$ cat src/hw/ssi_fmt_pkg.sv
// What this block does
// RULE1 - CRC variant sends 32 bits, CRC-8 of lower 24 bits in bits 31..24.
// RULE2 - CRC-8 uses polynomial 0x97, zero start, MSB first, no final XOR.
// RULE3 - CRC variant bit 23 is position valid, inverse of the fault indicator.
// RULE4 - Factory-zero flag at bit 22 (CRC) or bit 30 (time stamp).
// RULE5 - CRC variant bits 21..0 hold binary position, zero above resolution.
// RULE6 - Parity variant sends 30 bits: six zeros, then position in 23..2.
// RULE7 - Parity variant bit 1 is odd parity flag over bits 23..2.
// RULE8 - Parity variant bit 0 is alarm: 0 normal, 1 error.
// RULE9 - Gray variant sends 18 bits of Gray-coded position.
// RULE10 - Time-stamp variant bit 31 is position valid, inverse of fault.
// RULE11 - Time-stamp variant bits 29..11 hold 19-bit binary position.
// RULE12 - Bits 10..0 hold 1 us counter snapshot taken at measurement, wrapping.
// RULE13 - Idle: controller holds clock high, device holds data high.
// RULE14 - First falling edge starts a read; each rising edge shifts next bit, MSB first.
// RULE15 - After last edge, drive fault for 20 us update time, then data high.
// RULE16 - Controller clocks 100 kHz to 2 MHz and leaves gap over update time; the bench controller model clocks at 5 MHz (200 ns period).
// RULE17 - Whole message, check bits included, is captured when a read starts.
//
// Purpose: constants and types for the position message formatter
// Assumes: 40 MHz bus clock
// Notes:   offsets are byte addresses on a 32-bit AHB-Lite port
package ssi_fmt_pkg;
  // Timing
  localparam int CLK_NS          = 25;
  localparam int US_NS           = 1000;
  localparam int TICK_CYCLES     = US_NS / CLK_NS;
  localparam int TMU_NS          = 20000;
  localparam int TMU_CYCLES      = TMU_NS / CLK_NS;
  localparam int BIT_HOLD_NS     = 250;
  localparam int BIT_HOLD_CYCLES = (BIT_HOLD_NS + CLK_NS - 1) / CLK_NS;
  localparam int TS_WRAP_US      = 2047;

  // Message layout
  localparam int TS_W     = 11;
  localparam int POS_W    = 22;
  localparam int MSG_W    = 32;
  localparam int CNT_W    = 6;
  localparam int CRC_W    = 8;
  localparam int CRC_DW   = 24;
  localparam int LEN_CRC  = 32;
  localparam int LEN_PAR  = 30;
  localparam int LEN_GRAY = 18;
  localparam int LEN_TS   = 32;
  localparam int POS_TS_W = 19;
  localparam logic [7:0] CRC_POLY = 8'h97;
  localparam logic [7:0] CRC_INIT = 8'h00;

  // Register map
  localparam int ADDR_W = 8;
  localparam logic [7:0] OFF_CTRL = 8'h00;
  localparam logic [7:0] OFF_POS  = 8'h04;
  localparam logic [7:0] OFF_STAT = 8'h08;
  localparam logic [7:0] OFF_TIME = 8'h0C;
  localparam int CTRL_VAR_LSB   = 0;
  localparam int CTRL_FAULT_BIT = 4;
  localparam int CTRL_FZ_BIT    = 5;
  localparam logic [31:0] CTRL_RESET = 32'h0000_0020;
  localparam int STAT_BUSY_BIT  = 0;
  localparam int STAT_UPD_BIT   = 1;
  localparam int STAT_TS_LSB    = 16;

  typedef enum logic [1:0] {crc_variant, parity_variant, gray_variant,
                            timestamp_variant} variant_t;
  typedef enum logic [1:0] {ST_IDLE, ST_SHIFT, ST_HOLD, ST_UPDATE} link_state_t;
endpackage

$ cat src/hw/crc8_msb.sv
// Purpose: combinational CRC-8 over a data word, MSB first
// Assumes: polynomial and start value come from the package
// Notes:   no reflection and no final XOR
`timescale 1ns/1ps
module crc8_msb
  import ssi_fmt_pkg::*;
#(
  parameter int DATA_W = CRC_DW
)(
  input  wire logic [DATA_W-1:0] data,
  output logic      [CRC_W-1:0]  crc
);
  initial
  begin
    if (DATA_W < 1) $error("crc8_msb: DATA_W must be positive");
  end

  // Bitwise long division, one data bit per step
  always_comb
  begin
    logic fb;
    crc = CRC_INIT;
    fb  = 1'b0;
    for (int i = DATA_W - 1; i >= 0; i--)
    begin
      fb  = crc[CRC_W-1] ^ data[i];
      crc = {crc[CRC_W-2:0], 1'b0} ^ (fb ? CRC_POLY : 8'h00); // [RULE2]
    end
  end
endmodule

$ cat src/hw/ssi_position_message_formatter.sv
// Purpose: formats position messages and shifts them out on a sync serial link
// Assumes: link clock is asynchronous and slow against hclk; software feeds
//          each measurement through the position register
// Notes:   registers on AHB-Lite, zero wait states, always OKAY
//
// The AHB-Lite interface to the registers and the register addresses were decided locally.
`timescale 1ns/1ps
module ssi_position_message_formatter
  import ssi_fmt_pkg::*;
#(
  parameter int RES_BITS = POS_W
)(
  input  wire logic        hclk,
  input  wire logic        hresetn,
  input  wire logic        hsel,
  input  wire logic [31:0] haddr,
  input  wire logic [1:0]  htrans,
  input  wire logic        hwrite,
  input  wire logic [2:0]  hsize,
  input  wire logic [31:0] hwdata,
  input  wire logic        hready,
  output logic             hreadyout,
  output logic             hresp,
  output logic [31:0]      hrdata,
  input  wire logic        ssi_clk,
  output logic             ssi_data
);
  initial
  begin
    if (RES_BITS < 1 || RES_BITS > POS_W) $error("RES_BITS must be 1..22");
  end

  // Bus-side state
  logic [ADDR_W-1:0] addr_reg;
  logic              wr_pend_reg;
  logic [31:0]       ctrl_reg;
  logic [POS_W-1:0]  pos_reg;
  logic [TS_W-1:0]   ts_snap_reg;
  logic [31:0]       hrdata_reg;
  logic              pos_wr;
  logic              ctrl_wr;
  logic              rd_take;
  logic              wr_take;

  // Time base
  logic [5:0]        tick_cnt_reg;
  logic [TS_W-1:0]   ts_cnt_reg;

  // Link side
  logic              sclk_s1_reg;
  logic              sclk_s2_reg;
  logic              sclk_s3_reg;
  logic              sclk_rise;
  logic              sclk_fall;
  link_state_t       state_reg;
  logic [MSG_W-1:0]  shift_reg;
  logic [CNT_W-1:0]  bits_left_reg;
  logic [9:0]        timer_reg;
  logic              fault_cap_reg;
  logic              data_reg;

  // Message assembly
  variant_t          variant;
  logic              fault;
  logic              fzero;
  logic [POS_W-1:0]  pos_masked;
  logic [CRC_W-1:0]  crc_val;
  logic [CRC_DW-1:0] crc_data;
  logic [MSG_W-1:0]  msg;
  logic [CNT_W-1:0]  msg_len;

  // Word decode used by the write path only; reads decode in their own case
  function automatic logic is_mapped(input logic [ADDR_W-1:0] a);
    is_mapped = (a == OFF_CTRL) || (a == OFF_POS) ||
                (a == OFF_STAT) || (a == OFF_TIME);
  endfunction

  // Gray encode of the low bits of a position
  function automatic logic [LEN_GRAY-1:0] to_gray(input logic [LEN_GRAY-1:0] b);
    to_gray = b ^ (b >> 1);
  endfunction

  // Zero-wait slave: never stalls, never errors
  assign hreadyout = 1'b1;
  assign hresp     = 1'b0;
  assign hrdata    = hrdata_reg;

  // Address phase qualifiers; only whole-word writes are honoured, reads of any size are taken
  assign rd_take = hsel && hready && htrans[1] && !hwrite;
  assign wr_take = hsel && hready && htrans[1] && hwrite && (hsize == 3'b010);
  assign ctrl_wr = wr_pend_reg && (addr_reg == OFF_CTRL);
  assign pos_wr  = wr_pend_reg && (addr_reg == OFF_POS);

  // Latch write address until its data phase
  always_ff @(posedge hclk or negedge hresetn)
  begin
    if (!hresetn)
    begin
      addr_reg    <= 8'h00;
      wr_pend_reg <= 1'b0;
    end
    else
    begin
      wr_pend_reg <= wr_take && is_mapped(haddr[ADDR_W-1:0]);
      if (wr_take)
        addr_reg <= haddr[ADDR_W-1:0];
    end
  end

  // Control register: variant, fault indicator, factory-zero flag
  always_ff @(posedge hclk or negedge hresetn)
  begin
    if (!hresetn)
      ctrl_reg <= CTRL_RESET;
    else if (ctrl_wr)
      ctrl_reg <= {26'h000_0000, hwdata[CTRL_FZ_BIT], hwdata[CTRL_FAULT_BIT],
                   2'b00, hwdata[CTRL_VAR_LSB+1:CTRL_VAR_LSB]};
  end

  // A position write marks a measurement; time stamp snapped with it
  always_ff @(posedge hclk or negedge hresetn)
  begin
    if (!hresetn)
    begin
      pos_reg     <= '0;
      ts_snap_reg <= '0;
    end
    else if (pos_wr)
    begin
      pos_reg     <= hwdata[POS_W-1:0];
      ts_snap_reg <= ts_cnt_reg; // [RULE12]
    end
  end

  // Read data registered in the address phase so it stands in the data phase
  always_ff @(posedge hclk or negedge hresetn)
  begin
    if (!hresetn)
      hrdata_reg <= 32'h0000_0000;
    else if (rd_take)
    begin
      case (haddr[ADDR_W-1:0])
        OFF_CTRL: hrdata_reg <= ctrl_reg;
        OFF_POS:  hrdata_reg <= {10'h000, pos_reg};
        OFF_STAT: hrdata_reg <= {5'h00, ts_snap_reg, 14'h0000,
                                 state_reg == ST_UPDATE, state_reg != ST_IDLE};
        OFF_TIME: hrdata_reg <= {21'h00_0000, ts_cnt_reg};
        default:  hrdata_reg <= 32'h0000_0000; // Unmapped reads as zero
      endcase
    end
  end

  // 1 us tick and free-running stamp counter; 11 bits wrap at 2047 naturally
  always_ff @(posedge hclk or negedge hresetn)
  begin
    if (!hresetn)
    begin
      tick_cnt_reg <= '0;
      ts_cnt_reg   <= '0;
    end
    else if (tick_cnt_reg == 6'(TICK_CYCLES - 1))
    begin
      tick_cnt_reg <= '0;
      ts_cnt_reg   <= (ts_cnt_reg == TS_W'(TS_WRAP_US)) ? '0 : ts_cnt_reg + 1'b1; // [RULE12]
    end
    else
      tick_cnt_reg <= tick_cnt_reg + 1'b1;
  end

  // Field sources
  assign variant    = variant_t'(ctrl_reg[CTRL_VAR_LSB+1:CTRL_VAR_LSB]);
  assign fault      = ctrl_reg[CTRL_FAULT_BIT];
  assign fzero      = ctrl_reg[CTRL_FZ_BIT];
  assign pos_masked = pos_reg & POS_W'((32'h1 << RES_BITS) - 1); // [RULE5] [RULE6]

  // Check bits over valid flag, zero flag and position. The CRC input is
  // built apart from the message word so the check bits never feed back
  // into their own source through the message assembly process.
  assign crc_data = {!fault, fzero, pos_masked}; // [RULE1]

  // Long division runs combinationally; 24 steps fit easily in one hclk
  crc8_msb #(
    .DATA_W (CRC_DW)
  ) u_crc (
    .data (crc_data),
    .crc  (crc_val)
  );

  // Message, right-aligned here; the sequencer left-aligns it on capture
  // so that the first bit out is always bit 31 of the shifter.
  // Unused upper bits stay zero, which the parity variant relies on
  // for its six leading zeros.
  always_comb
  begin
    msg     = '0;
    msg_len = CNT_W'(LEN_CRC);
    case (variant)
      crc_variant:
      begin
        msg[31:24] = crc_val;   // [RULE1] [RULE2]
        msg[22]   = fzero;      // [RULE4]
        msg[23]   = !fault;     // [RULE3]
        msg[21:0] = pos_masked; // [RULE5]
      end
      parity_variant:
      begin
        msg_len   = CNT_W'(LEN_PAR); // [RULE6]
        msg[23:2] = pos_masked;      // [RULE6]
        msg[1]    = ^pos_masked;     // [RULE7]
        msg[0]    = fault;           // [RULE8]
      end
      gray_variant:
      begin
        msg_len   = CNT_W'(LEN_GRAY);          // [RULE9]
        msg[17:0] = to_gray(pos_masked[17:0]); // [RULE9]
      end
      timestamp_variant:
      begin
        msg[31]    = !fault;                        // [RULE10]
        msg[30]    = fzero;                         // [RULE4]
        msg[29:11] = pos_masked[POS_TS_W-1:0];      // [RULE11]
        msg[10:0]  = ts_snap_reg;                   // [RULE12]
      end
      default: msg = '0;
    endcase
  end

  // Pin sync; idle level high so reset does not fake a falling edge.
  // A third stage only serves edge detection; logic never reads stage one,
  // so a metastable first stage cannot reach the sequencer.
  // Cost is two to three hclk of latency per link edge, which is small
  // against even the fastest link half period.
  always_ff @(posedge hclk or negedge hresetn)
  begin
    if (!hresetn)
    begin
      sclk_s1_reg <= 1'b1;
      sclk_s2_reg <= 1'b1;
      sclk_s3_reg <= 1'b1;
    end
    else
    begin
      sclk_s1_reg <= ssi_clk;
      sclk_s2_reg <= sclk_s1_reg;
      sclk_s3_reg <= sclk_s2_reg;
    end
  end

  // Edges from synchronised copies only
  assign sclk_rise = sclk_s2_reg && !sclk_s3_reg;
  assign sclk_fall = !sclk_s2_reg && sclk_s3_reg;

  // Read-cycle sequencer
  // Idle waits for a falling link edge, shift moves one bit per rising
  // edge, hold keeps the last bit briefly, update drives the fault flag.
  // Edges outside idle and shift are ignored, so a controller that
  // restarts too early gets the fault level, not a torn message.
  always_ff @(posedge hclk or negedge hresetn)
  begin
    if (!hresetn)
    begin
      state_reg     <= ST_IDLE;
      shift_reg     <= '0;
      bits_left_reg <= '0;
      timer_reg     <= '0;
      fault_cap_reg <= 1'b0;
      data_reg      <= 1'b1;
    end
    else
    begin
      case (state_reg)
        ST_IDLE:
        begin
          data_reg <= 1'b1; // [RULE13]
          if (sclk_fall) // [RULE14]
          begin
            // Snapshot keeps check bits consistent with the data shifted
            shift_reg     <= msg << (CNT_W'(MSG_W) - msg_len); // [RULE17]
            fault_cap_reg <= fault;                            // [RULE17]
            bits_left_reg <= msg_len;
            state_reg     <= ST_SHIFT;
          end
        end
        ST_SHIFT:
        begin
          if (sclk_rise)
          begin
            data_reg      <= shift_reg[MSG_W-1]; // [RULE14]
            shift_reg     <= shift_reg << 1;
            bits_left_reg <= bits_left_reg - 1'b1;
            if (bits_left_reg == CNT_W'(1))
            begin
              timer_reg <= '0;
              state_reg <= ST_HOLD;
            end
          end
        end
        ST_HOLD:
        begin
          // Last bit kept for half a fastest clock period before the flag
          timer_reg <= timer_reg + 1'b1;
          if (timer_reg == 10'(BIT_HOLD_CYCLES - 1))
          begin
            data_reg  <= fault_cap_reg; // [RULE15]
            state_reg <= ST_UPDATE;
          end
        end
        ST_UPDATE:
        begin
          // Clock edges here are ignored; the controller must wait it out
          timer_reg <= timer_reg + 1'b1; // [RULE15]
          if (timer_reg == 10'(TMU_CYCLES - 1))
          begin
            data_reg  <= 1'b1; // [RULE15]
            state_reg <= ST_IDLE;
          end
        end
        default:
        begin
          data_reg  <= 1'b1;
          state_reg <= ST_IDLE;
        end
      endcase
    end
  end

  // Registered data pin; no combinational path from the link clock
  // reaches it, so the line cannot glitch on a clock edge.
  assign ssi_data = data_reg;
endmodule

$ cat config.mk
export PLATFORM = sky130hd
export DESIGN_NAME = ssi_position_message_formatter
export DESIGN_NICKNAME = d
export VERILOG_FILES = /design/src/hw/ssi_fmt_pkg.sv /design/src/hw/crc8_msb.sv /design/src/hw/ssi_position_message_formatter.sv
export SDC_FILE = /design/constraint.sdc
export NUM_CORES = 1
export LEC_CHECK = 0
export ABC_AREA = 1
export BUFFER_PORTS_ARGS = -buffer_cell sky130_fd_sc_hd__clkbuf_2
export CAP_MARGIN = 15
export CORE_MARGIN = 4
export CORE_UTILIZATION = 50
export CTS_CLUSTER_SIZE = 30
export DETAILED_ROUTE_END_ITERATION = 16
export GPL_ROUTABILITY_DRIVEN = 1
export PLACE_DENSITY = 0.7
export SETUP_SLACK_MARGIN = 0.02
export SYNTH_ARGS = -nofsm -noshare
export SYNTH_HDL_FRONTEND = slang
export SYNTH_HIERARCHICAL = 1
export SYNTH_SLANG_ARGS = --single-unit
$ cat constraint.sdc
create_clock -name hclk -period 4.6 [get_ports hclk]
set_input_delay 0.92 -clock hclk [delete_from_list [all_inputs] [get_ports hclk]]
set_output_delay 0.92 -clock hclk [all_outputs]
set_load 0.01 [all_outputs]
==> results.rst, run 1 <==
.. list-table::
   :header-rows: 1

   * - Metric
     - Value
   * - Setup repair after global routing missed its margin
     - no
   * - Core Area
     - 19000 um^2
   * - Smallest hold slack
     - 361 ps
   * - Total clock buffers created by CTS
     - 17
   * - Post-synthesis sequential area ratio
     - 37.0%
   * - Setup TNS
     - 0 ps
   * - Met3 layer usage reported by global route
     - 3.56%
   * - Largest fanout on the critical path
     - 6
   * - Die width
     - 148 um
   * - Most instantiated flip-flop cell in the synthesis netlist
     - sky130_fd_sc_hd__dfrtp_1
   * - Time the final worst path needs with I/O delays and setup
     - 4100 ps
   * - Peak ir drop on the vdd network
     - 297 uV
   * - Placer's final routability congestion estimate
     - 0.932
   * - Fin crit share
     - between 80% and 90%
   * - Kind of critical path
     - flip-flop to flip-flop
   * - Die Y
     - 148 um
   * - Internal power summed over all cells
     - 0.00311 W
   * - Initial DRC Count
     - between 700 and 800
   * - Routed wirelength normalized by instance count
     - roughly 16 um
   * - Overall track demand over capacity in global routing
     - 23.7%
   * - I/O pin count
     - 110
   * - Highest-delay cell along the critical path
     - sky130_fd_sc_hd__dfstp_2
   * - Most used routing layer in global routing
     - met2
   * - Slew of the pin with the lowest slew margin
     - approximately 1100 ps
   * - DRC violation count after routing
     - 0
   * - Antenna violations before repair
     - 0
   * - Share of final-layout standard cells stronger than drive strength 1
     - 18.1%
   * - Number of synthesized flops with an enable pin
     - 0
   * - Switching pwr
     - 0.00248 W
   * - Data arrival time of the worst path
     - 4390 ps
   * - Clk sink count
     - approximately 150
   * - F_max
     - 244 MHz
   * - Number of nets with antenna violations after detailed routing
     - 0
   * - CTS tree
     - built
   * - Clock tree root buffer cell
     - sky130_fd_sc_hd__clkbuf_16
   * - Sequential group share of total power
     - 28.4%
   * - Synthesis-to-finish area growth
     - 10.5%
   * - Antenna diode count
     - 0
   * - Required time at the endpoint of the critical path
     - between 4000 and 5000 ps
   * - Critical Path End Type
     - flip-flop
   * - Final Net Count
     - about 1500
   * - Met1 capacity usage during global routing
     - 31.4%
   * - Max FFs per register
     - 32
   * - Number of global-route vias before repair
     - 8669
   * - Wire length of the first global-routing pass
     - 42600 um
   * - Initial DRT Pass Iterations
     - 7
   * - Global routing met2 resource utilization
     - 39.4%
   * - Clock edge transition at the registers on the reported setup and hold paths
     - 70 ps
   * - Number of cell rows
     - 50
   * - Dpl hpwl
     - 18600 um
   * - Largest area contributor in the synthesized netlist
     - sky130_fd_sc_hd__dfrtp_1
   * - Share of power burned in the clock network
     - 23.2%
   * - Proportion of power drawn by combinational gates
     - a little under 50%
   * - Largest cells by area after synthesis
     - sky130_fd_sc_hd__dfrtp_1 (36%), sky130_fd_sc_hd__nand2_1 (15%), sky130_fd_sc_hd__inv_1 (5.0%), sky130_fd_sc_hd__nand3_1 (4.2%), sky130_fd_sc_hd__o21ai_0 (4.2%)
   * - Area of the mapped netlist
     - 9810 um^2
   * - Die footprint
     - approximately 22000 um^2
   * - Number of buffers on the longest clock path
     - 2
   * - Hold buffer count at cts
     - 0
   * - Result of the run
     - finished clean
   * - Number of storage elements in the synthesis netlist
     - 145
   * - Pins Over Slew Limit
     - 0
   * - Final setup violation count
     - 0
   * - Grt ovf
     - 0
   * - Class of the tightest hold or removal check
     - flip-flop to flip-flop
   * - Post-synthesis async set-or-reset flop share
     - between 90% and 100%
   * - Worst skew pair latency
     - around 420 ps
   * - Synth top cells by count
     - sky130_fd_sc_hd__nand2_1 (392), sky130_fd_sc_hd__dfrtp_1 (140), sky130_fd_sc_hd__inv_1 (130)
   * - Number of maximum-capacitance violations
     - 0
   * - Maximum number of pins on one net before global-route repair
     - 98
   * - Starting Density
     - 51.6%
   * - Netlist cell types
     - 54
   * - Post-synthesis cell count
     - 1319
   * - Share of the synthesized area in the top cell type
     - a little over a third
   * - Total vias in the final route
     - between 8000 and 9000
   * - Final count of hold timing violations
     - 0
   * - Max Clock Skew
     - 14.8 ps
   * - Power Dens Cells
     - slightly above 500 nW/um^2
   * - Mean cell area of the mapped netlist
     - roughly 7.4 um^2
   * - Number of levels the H-tree was split into
     - 4
   * - Vias per std cell
     - 5.45
   * - Net switching share of the total power
     - between 40 and 50%
   * - Remaining max-slew budget at the tightest pin
     - 24.0%
   * - Number of buffer cells added on primary ports
     - 67
   * - Syn. warnings
     - 6
   * - Most frequently used cell type in the post-synthesis netlist
     - sky130_fd_sc_hd__nand2_1
   * - DRT Wirelength
     - 25500 um
   * - Setup crit start kind
     - flip-flop
   * - Static power due to leakage
     - ~5.3 nW
   * - Longest individual stage delay on the worst path
     - 600 ps
cell type report:
cell class                 instances  area [um^2]
inverter                         149          563
fill                            1818         8180
timing repair buffer              77          417
tap                              260          325
clock buffer                      20          447
clock inverter                    12         97.6
multi-input combinational        973         5360
sequential                       145         3640
critical path, delay by kind of cell (launching register included):
kind	cells	cell delay [ps]
and+or+nand+nor	25	2730
DFF	1	600
AOI/OAI and AO/OA	3	480
buffers and inverters	2	150
kinds of logic after synthesis:
kind of cell	share of synthesized area, %
xor+xnor	4.49
flops	37.0
simple gates	30.4
other cells	0.0765
mux	0.650
fa+ha+maj	2.17
buf+inv	8.81
compound gates	16.4
power groups by stage:
| stage | clock network, W | logic [W] | registers [W] |
|---|---|---|---|
| floorplan | 0 | 0.00220 | 0.00157 |
| global placement | 0 | 0.00262 | 0.00160 |
| detailed placement | 0 | 0.00267 | 0.00160 |
| CTS | 0.00132 | 0.00271 | 0.00158 |
| global route | 0.00137 | 0.00306 | 0.00161 |
| finish | 0.00130 | 0.00271 | 0.00159 |
per-stage QoR:
step                area [um^2]  cells  power (W)  utilization, %  worst slack, ps
detailed placement        10200   1600    0.00428            53.8              351
floorplan                  9830   1324    0.00377               -             1040
finish                    10800   1636    0.00559            57.0              501
CTS                       10800   1632    0.00561            56.7              320
global placement          10200   1600    0.00422            53.8              446
global route              10800   1636    0.00604            57.0             10.3
layer usage:
metal  wire length (um)  vias up
li1                   -     4421
met1              11100     4145
met2              12000      298
met3               1530       58
met4                760        0
met5                  0        -
path summary, 6_finish.rpt:
| kind | slack (ps) | from | cells after the start | end |
|---|---|---|---|---|
| setup / recovery | 500 | ctrl_reg[5]$_DFFE_PN1P_ | 30 | shift_reg[24]$_DFFE_PN0P_ |
| hold / removal | 360 | sclk_s1_reg$_DFF_PN1_ | 0 | sclk_s2_reg$_DFF_PN1_ |
| setup reg to reg | 500 | ctrl_reg[5]$_DFFE_PN1P_ | 30 | shift_reg[24]$_DFFE_PN0P_ |
| hold reg to reg | 360 | sclk_s1_reg$_DFF_PN1_ | 0 | sclk_s2_reg$_DFF_PN1_ |
| max in group asynchronous | 3050 | hresetn | 2 | state_reg[0]$_DFFE_PN0P_ |
| min in group asynchronous | 570 | hresetn | 1 | pos_masked[16]$_DFFE_PN0P_ |
placed cells by master (no fill, tap or decap), types with 8 or more instances in the layout:
cell / count
sky130_fd_sc_hd__o22ai_1: 16
sky130_fd_sc_hd__nand2_1: 391
sky130_fd_sc_hd__nor2_2: 15
sky130_fd_sc_hd__inv_2: 17
sky130_fd_sc_hd__a21oi_2: 16
sky130_fd_sc_hd__nand2_4: 11
sky130_fd_sc_hd__nand4_1: 11
sky130_fd_sc_hd__ha_1: 17
sky130_fd_sc_hd__nor3_1: 8
sky130_fd_sc_hd__a31oi_1: 10
sky130_fd_sc_hd__nand2_2: 23
sky130_fd_sc_hd__nand3b_1: 9
sky130_fd_sc_hd__clkbuf_2: 66
sky130_fd_sc_hd__o21ai_0: 82
sky130_fd_sc_hd__clkbuf_16: 17
sky130_fd_sc_hd__o21ai_1: 12
sky130_fd_sc_hd__nor2_1: 52
sky130_fd_sc_hd__a21oi_1: 54
sky130_fd_sc_hd__buf_4: 10
sky130_fd_sc_hd__inv_1: 129
sky130_fd_sc_hd__a22oi_1: 21
sky130_fd_sc_hd__nand3_2: 18
sky130_fd_sc_hd__xor2_1: 28
sky130_fd_sc_hd__xnor2_1: 10
sky130_fd_sc_hd__dfrtp_1: 137
sky130_fd_sc_hd__nand3_1: 82
sky130_fd_sc_hd__o211ai_1: 18
what timing repair did:
item                                   CTS  global route
gates resized for setup                  0             8
buffers inserted                         0             4
setup endpoints to repair                0             7
endpoints found under the hold margin    0             0
Power figures use the tool's default switching activity.
==> run 2: changes to the inputs <==
Settings changed: CORE_UTILIZATION 50 to 47, PLACE_DENSITY 0.7 to 0.66, REMOVE_ABC_BUFFERS set to 1.
==> results.rst, run 2 (synthesized netlist as in run 1, its figures left out) <==
.. list-table::
   :header-rows: 1

   * - Metric
     - Value
   * - Commonest cells after routing, fill and taps aside
     - sky130_fd_sc_hd__nand2_1 (392), sky130_fd_sc_hd__dfrtp_1 (140), sky130_fd_sc_hd__inv_1 (129)
   * - Power Dens Cells
     - 521 nW/um^2 (+1.0%)
   * - Largest fanout on the critical path
     - 11 (+5)
   * - Final setup violation count
     - 0 (unchanged)
   * - Routed wirelength normalized by instance count
     - 15.7 um (+0.85%)
   * - Critical Path End Type
     - flip-flop
   * - Core Area
     - 20400 um^2 (+7.1%)
   * - DRT Wirelength
     - 25900 um (+1.8%)
   * - Longest individual stage delay on the worst path
     - 640 ps (+40 ps)
   * - I/O pin count
     - 110 (unchanged)
   * - Number of levels the H-tree was split into
     - 4 (unchanged)
   * - Antenna diode count
     - 0 (unchanged)
   * - DRC violation count after routing
     - 0 (unchanged)
   * - CTS tree
     - built
   * - Die width
     - 152 um (+3.0%)
   * - Commonest non-fill, non-tap cell in the layout
     - sky130_fd_sc_hd__nand2_1
   * - Worst skew pair latency
     - 450 ps (+30 ps)
   * - Initial DRC Count
     - 656 (-9.4%)
   * - Fin crit share
     - 90.2% (+1.1 points)
   * - Max FFs per register
     - 32 (unchanged)
   * - Setup TNS
     - 0 ps (unchanged)
   * - Worst r2r path cells
     - 27 (-10%)
   * - Final count of hold timing violations
     - 0 (unchanged)
   * - Reg-to-reg critical path startpoint
     - pos_masked[21]$_DFFE_PN0P_
   * - Data arrival time of the worst path
     - 4470 ps (+80 ps)
   * - Slew of the pin with the lowest slew margin
     - 1000 ps (-132 ps)
   * - Total clock buffers created by CTS
     - 17 (unchanged)
   * - Class of the tightest hold or removal check
     - flip-flop to flip-flop
   * - Vias per std cell
     - 5.39 (-1.2%)
   * - Highest-delay cell along the critical path
     - sky130_fd_sc_hd__dfrtp_1
   * - Peak ir drop on the vdd network
     - 324 uV (+8.8%)
   * - Static power due to leakage
     - 5.36 nW (+0.95%)
   * - Setup crit start kind
     - flip-flop
   * - Worst path bufs/invs
     - 3 (+1)
   * - Kind of critical path
     - flip-flop to flip-flop
   * - Starting Density
     - 48.2% (-3.4 points)
   * - Required time at the endpoint of the critical path
     - 4920 ps (+30 ps)
   * - Number of buffers on the longest clock path
     - 2 (unchanged)
   * - Dpl hpwl
     - 18900 um (+1.6%)
   * - Grt ovf
     - 0 (unchanged)
   * - Number of maximum-capacitance violations
     - 0 (unchanged)
   * - Clock tree root buffer cell
     - sky130_fd_sc_hd__clkbuf_16
   * - Clk sink count
     - 145 (unchanged)
   * - Share of final-layout standard cells stronger than drive strength 1
     - 18.2% (+0.079 points)
   * - Die footprint
     - 23200 um^2 (+6.0%)
   * - Number of buffer cells added on primary ports
     - 67 (unchanged)
   * - Category of cells accounting for the largest share of critical-path delay
     - simple AND/OR/NAND/NOR gates
   * - Antenna violations before repair
     - 0 (unchanged)
   * - Wire length of the first global-routing pass
     - 43500 um (+2.1%)
   * - Maximum number of pins on one net before global-route repair
     - 92 (-6.1%)
   * - Clock edge transition at the registers on the reported setup and hold paths
     - 70 ps (about the same)
   * - Hold path startpoint
     - sclk_s1_reg$_DFF_PN1_
   * - Setup repair after global routing missed its margin
     - no
   * - Overall track demand over capacity in global routing
     - 22.7% (-1.0 points)
   * - Number of nets with antenna violations after detailed routing
     - 0 (unchanged)
   * - F_max
     - 241 MHz (-1.2%)
   * - Placer's final routability congestion estimate
     - 0.911 (-2.2%)
   * - Time the final worst path needs with I/O delays and setup
     - 4150 ps (+51.7 ps)
   * - Non-Filler Cell Area, Final
     - 10900 um^2 (+0.77%)
   * - Number of global-route vias before repair
     - 8596 (-0.84%)
   * - Die Y
     - 152 um (+3.0%)
   * - Hold buffer count at cts
     - 0 (unchanged)
   * - Worst hold path depth
     - 0 (unchanged)
   * - Hold Crit Endpoint
     - sclk_s2_reg$_DFF_PN1_
   * - Pins Over Slew Limit
     - 0 (unchanged)
   * - Max Clock Skew
     - 17.5 ps (+2.78 ps)
   * - Internal reg-to-reg setup slack
     - 450 ps (-50 ps)
   * - Final Net Count
     - 1460 (+0.34%)
   * - Initial DRT Pass Iterations
     - 7 (unchanged)
   * - Reg-to-Reg End
     - shift_reg[24]$_DFFE_PN0P_
   * - Number of cell rows
     - 52 (+4.0%)
   * - Placed inst area
     - 10300 um^2 (+0.49%)
   * - Total vias in the final route
     - 8893 (-0.33%)
   * - Remaining max-slew budget at the tightest pin
     - 33.1% (+9.1 points)
   * - Result of the run
     - finished clean
   * - Synthesis-to-finish area growth
     - 11.4%
   * - Number of fillers in the final layout
     - 1961 (+7.9%)
==> run 2: layout make-up <==
type	instances	area, um^2	share of cell area [%]
clock buffer	17	425	3.89
timing repair buffer	82	454	4.16
sequential	145	3630	33.3
tap	270	338	3.09
inverter	149	563	5.15
multi-input combinational	973	5350	48.9
clock inverter	15	166	1.52
==> run 2: routing by layer <==
metal / vias to the layer above / wire, um / global-route usage, %
li1: 4414 / - / -
met1: 4127 / 11900 / 31.6
met2: 303 / 11900 / 35.6
met3: 49 / 1630 / 5.03
met4: 0 / 590 / 6.79
met5: - / 0 / 0
==> run 2: per-stage QoR <==
stage,worst slack (ps),utilization (%),total power (W),cells,hold slack (ps)
5_1_grt,36.7,53.7,0.00618,1651,367
2_1_floorplan,1030,-,0.00373,1267,345
3_3_place_gp,435,50.5,0.00425,1615,351
4_1_cts,392,53.4,0.00571,1647,363
6_report,449,53.7,0.00569,1651,361
3_5_place_dp,416,50.5,0.00431,1615,349
==> run 2: how the worst max path moves through the flow <==
stage / slack [ps] / cells after the start / startpoint / end
detailed placement: 420 / 26 / ctrl_reg[4]$_DFFE_PN0P_ / shift_reg[24]$_DFFE_PN0P_
finish: 450 / 27 / pos_masked[21]$_DFFE_PN0P_ / shift_reg[24]$_DFFE_PN0P_
floorplan: 1030 / 25 / ctrl_reg[5]$_DFFE_PN1P_ / shift_reg[24]$_DFFE_PN0P_
CTS: 390 / 26 / ctrl_reg[4]$_DFFE_PN0P_ / shift_reg[24]$_DFFE_PN0P_
global placement: 440 / 26 / ctrl_reg[4]$_DFFE_PN0P_ / shift_reg[24]$_DFFE_PN0P_
global route: 40 / 28 / pos_masked[21]$_DFFE_PN0P_ / shift_reg[28]$_DFFE_PN0P_
==> run 2: repair_timing <==
| item | CTS | global route |
|---|---|---|
| buffers inserted | 0 | 4 |
| endpoints found under the setup margin | 0 | 5 |
| gates resized for setup | 0 | 3 |
==> run 2: worst reg2reg max path: cells and delay by family, from the launching register on <==
family          cells  cell delay (ps)
simple gates       17             1680
compound gates      3              500
flops               1              640
buf+inv             3              270
xor+xnor            4              970
==> run 2: where the power goes <==
| part | internal [W] | switching [W] |
|---|---|---|
| clock network | 0.000727 | 0.000653 |
| logic | 0.000941 | 0.00179 |
| registers | 0.00146 | 0.000126 |
| total | 0.00313 | 0.00256 |
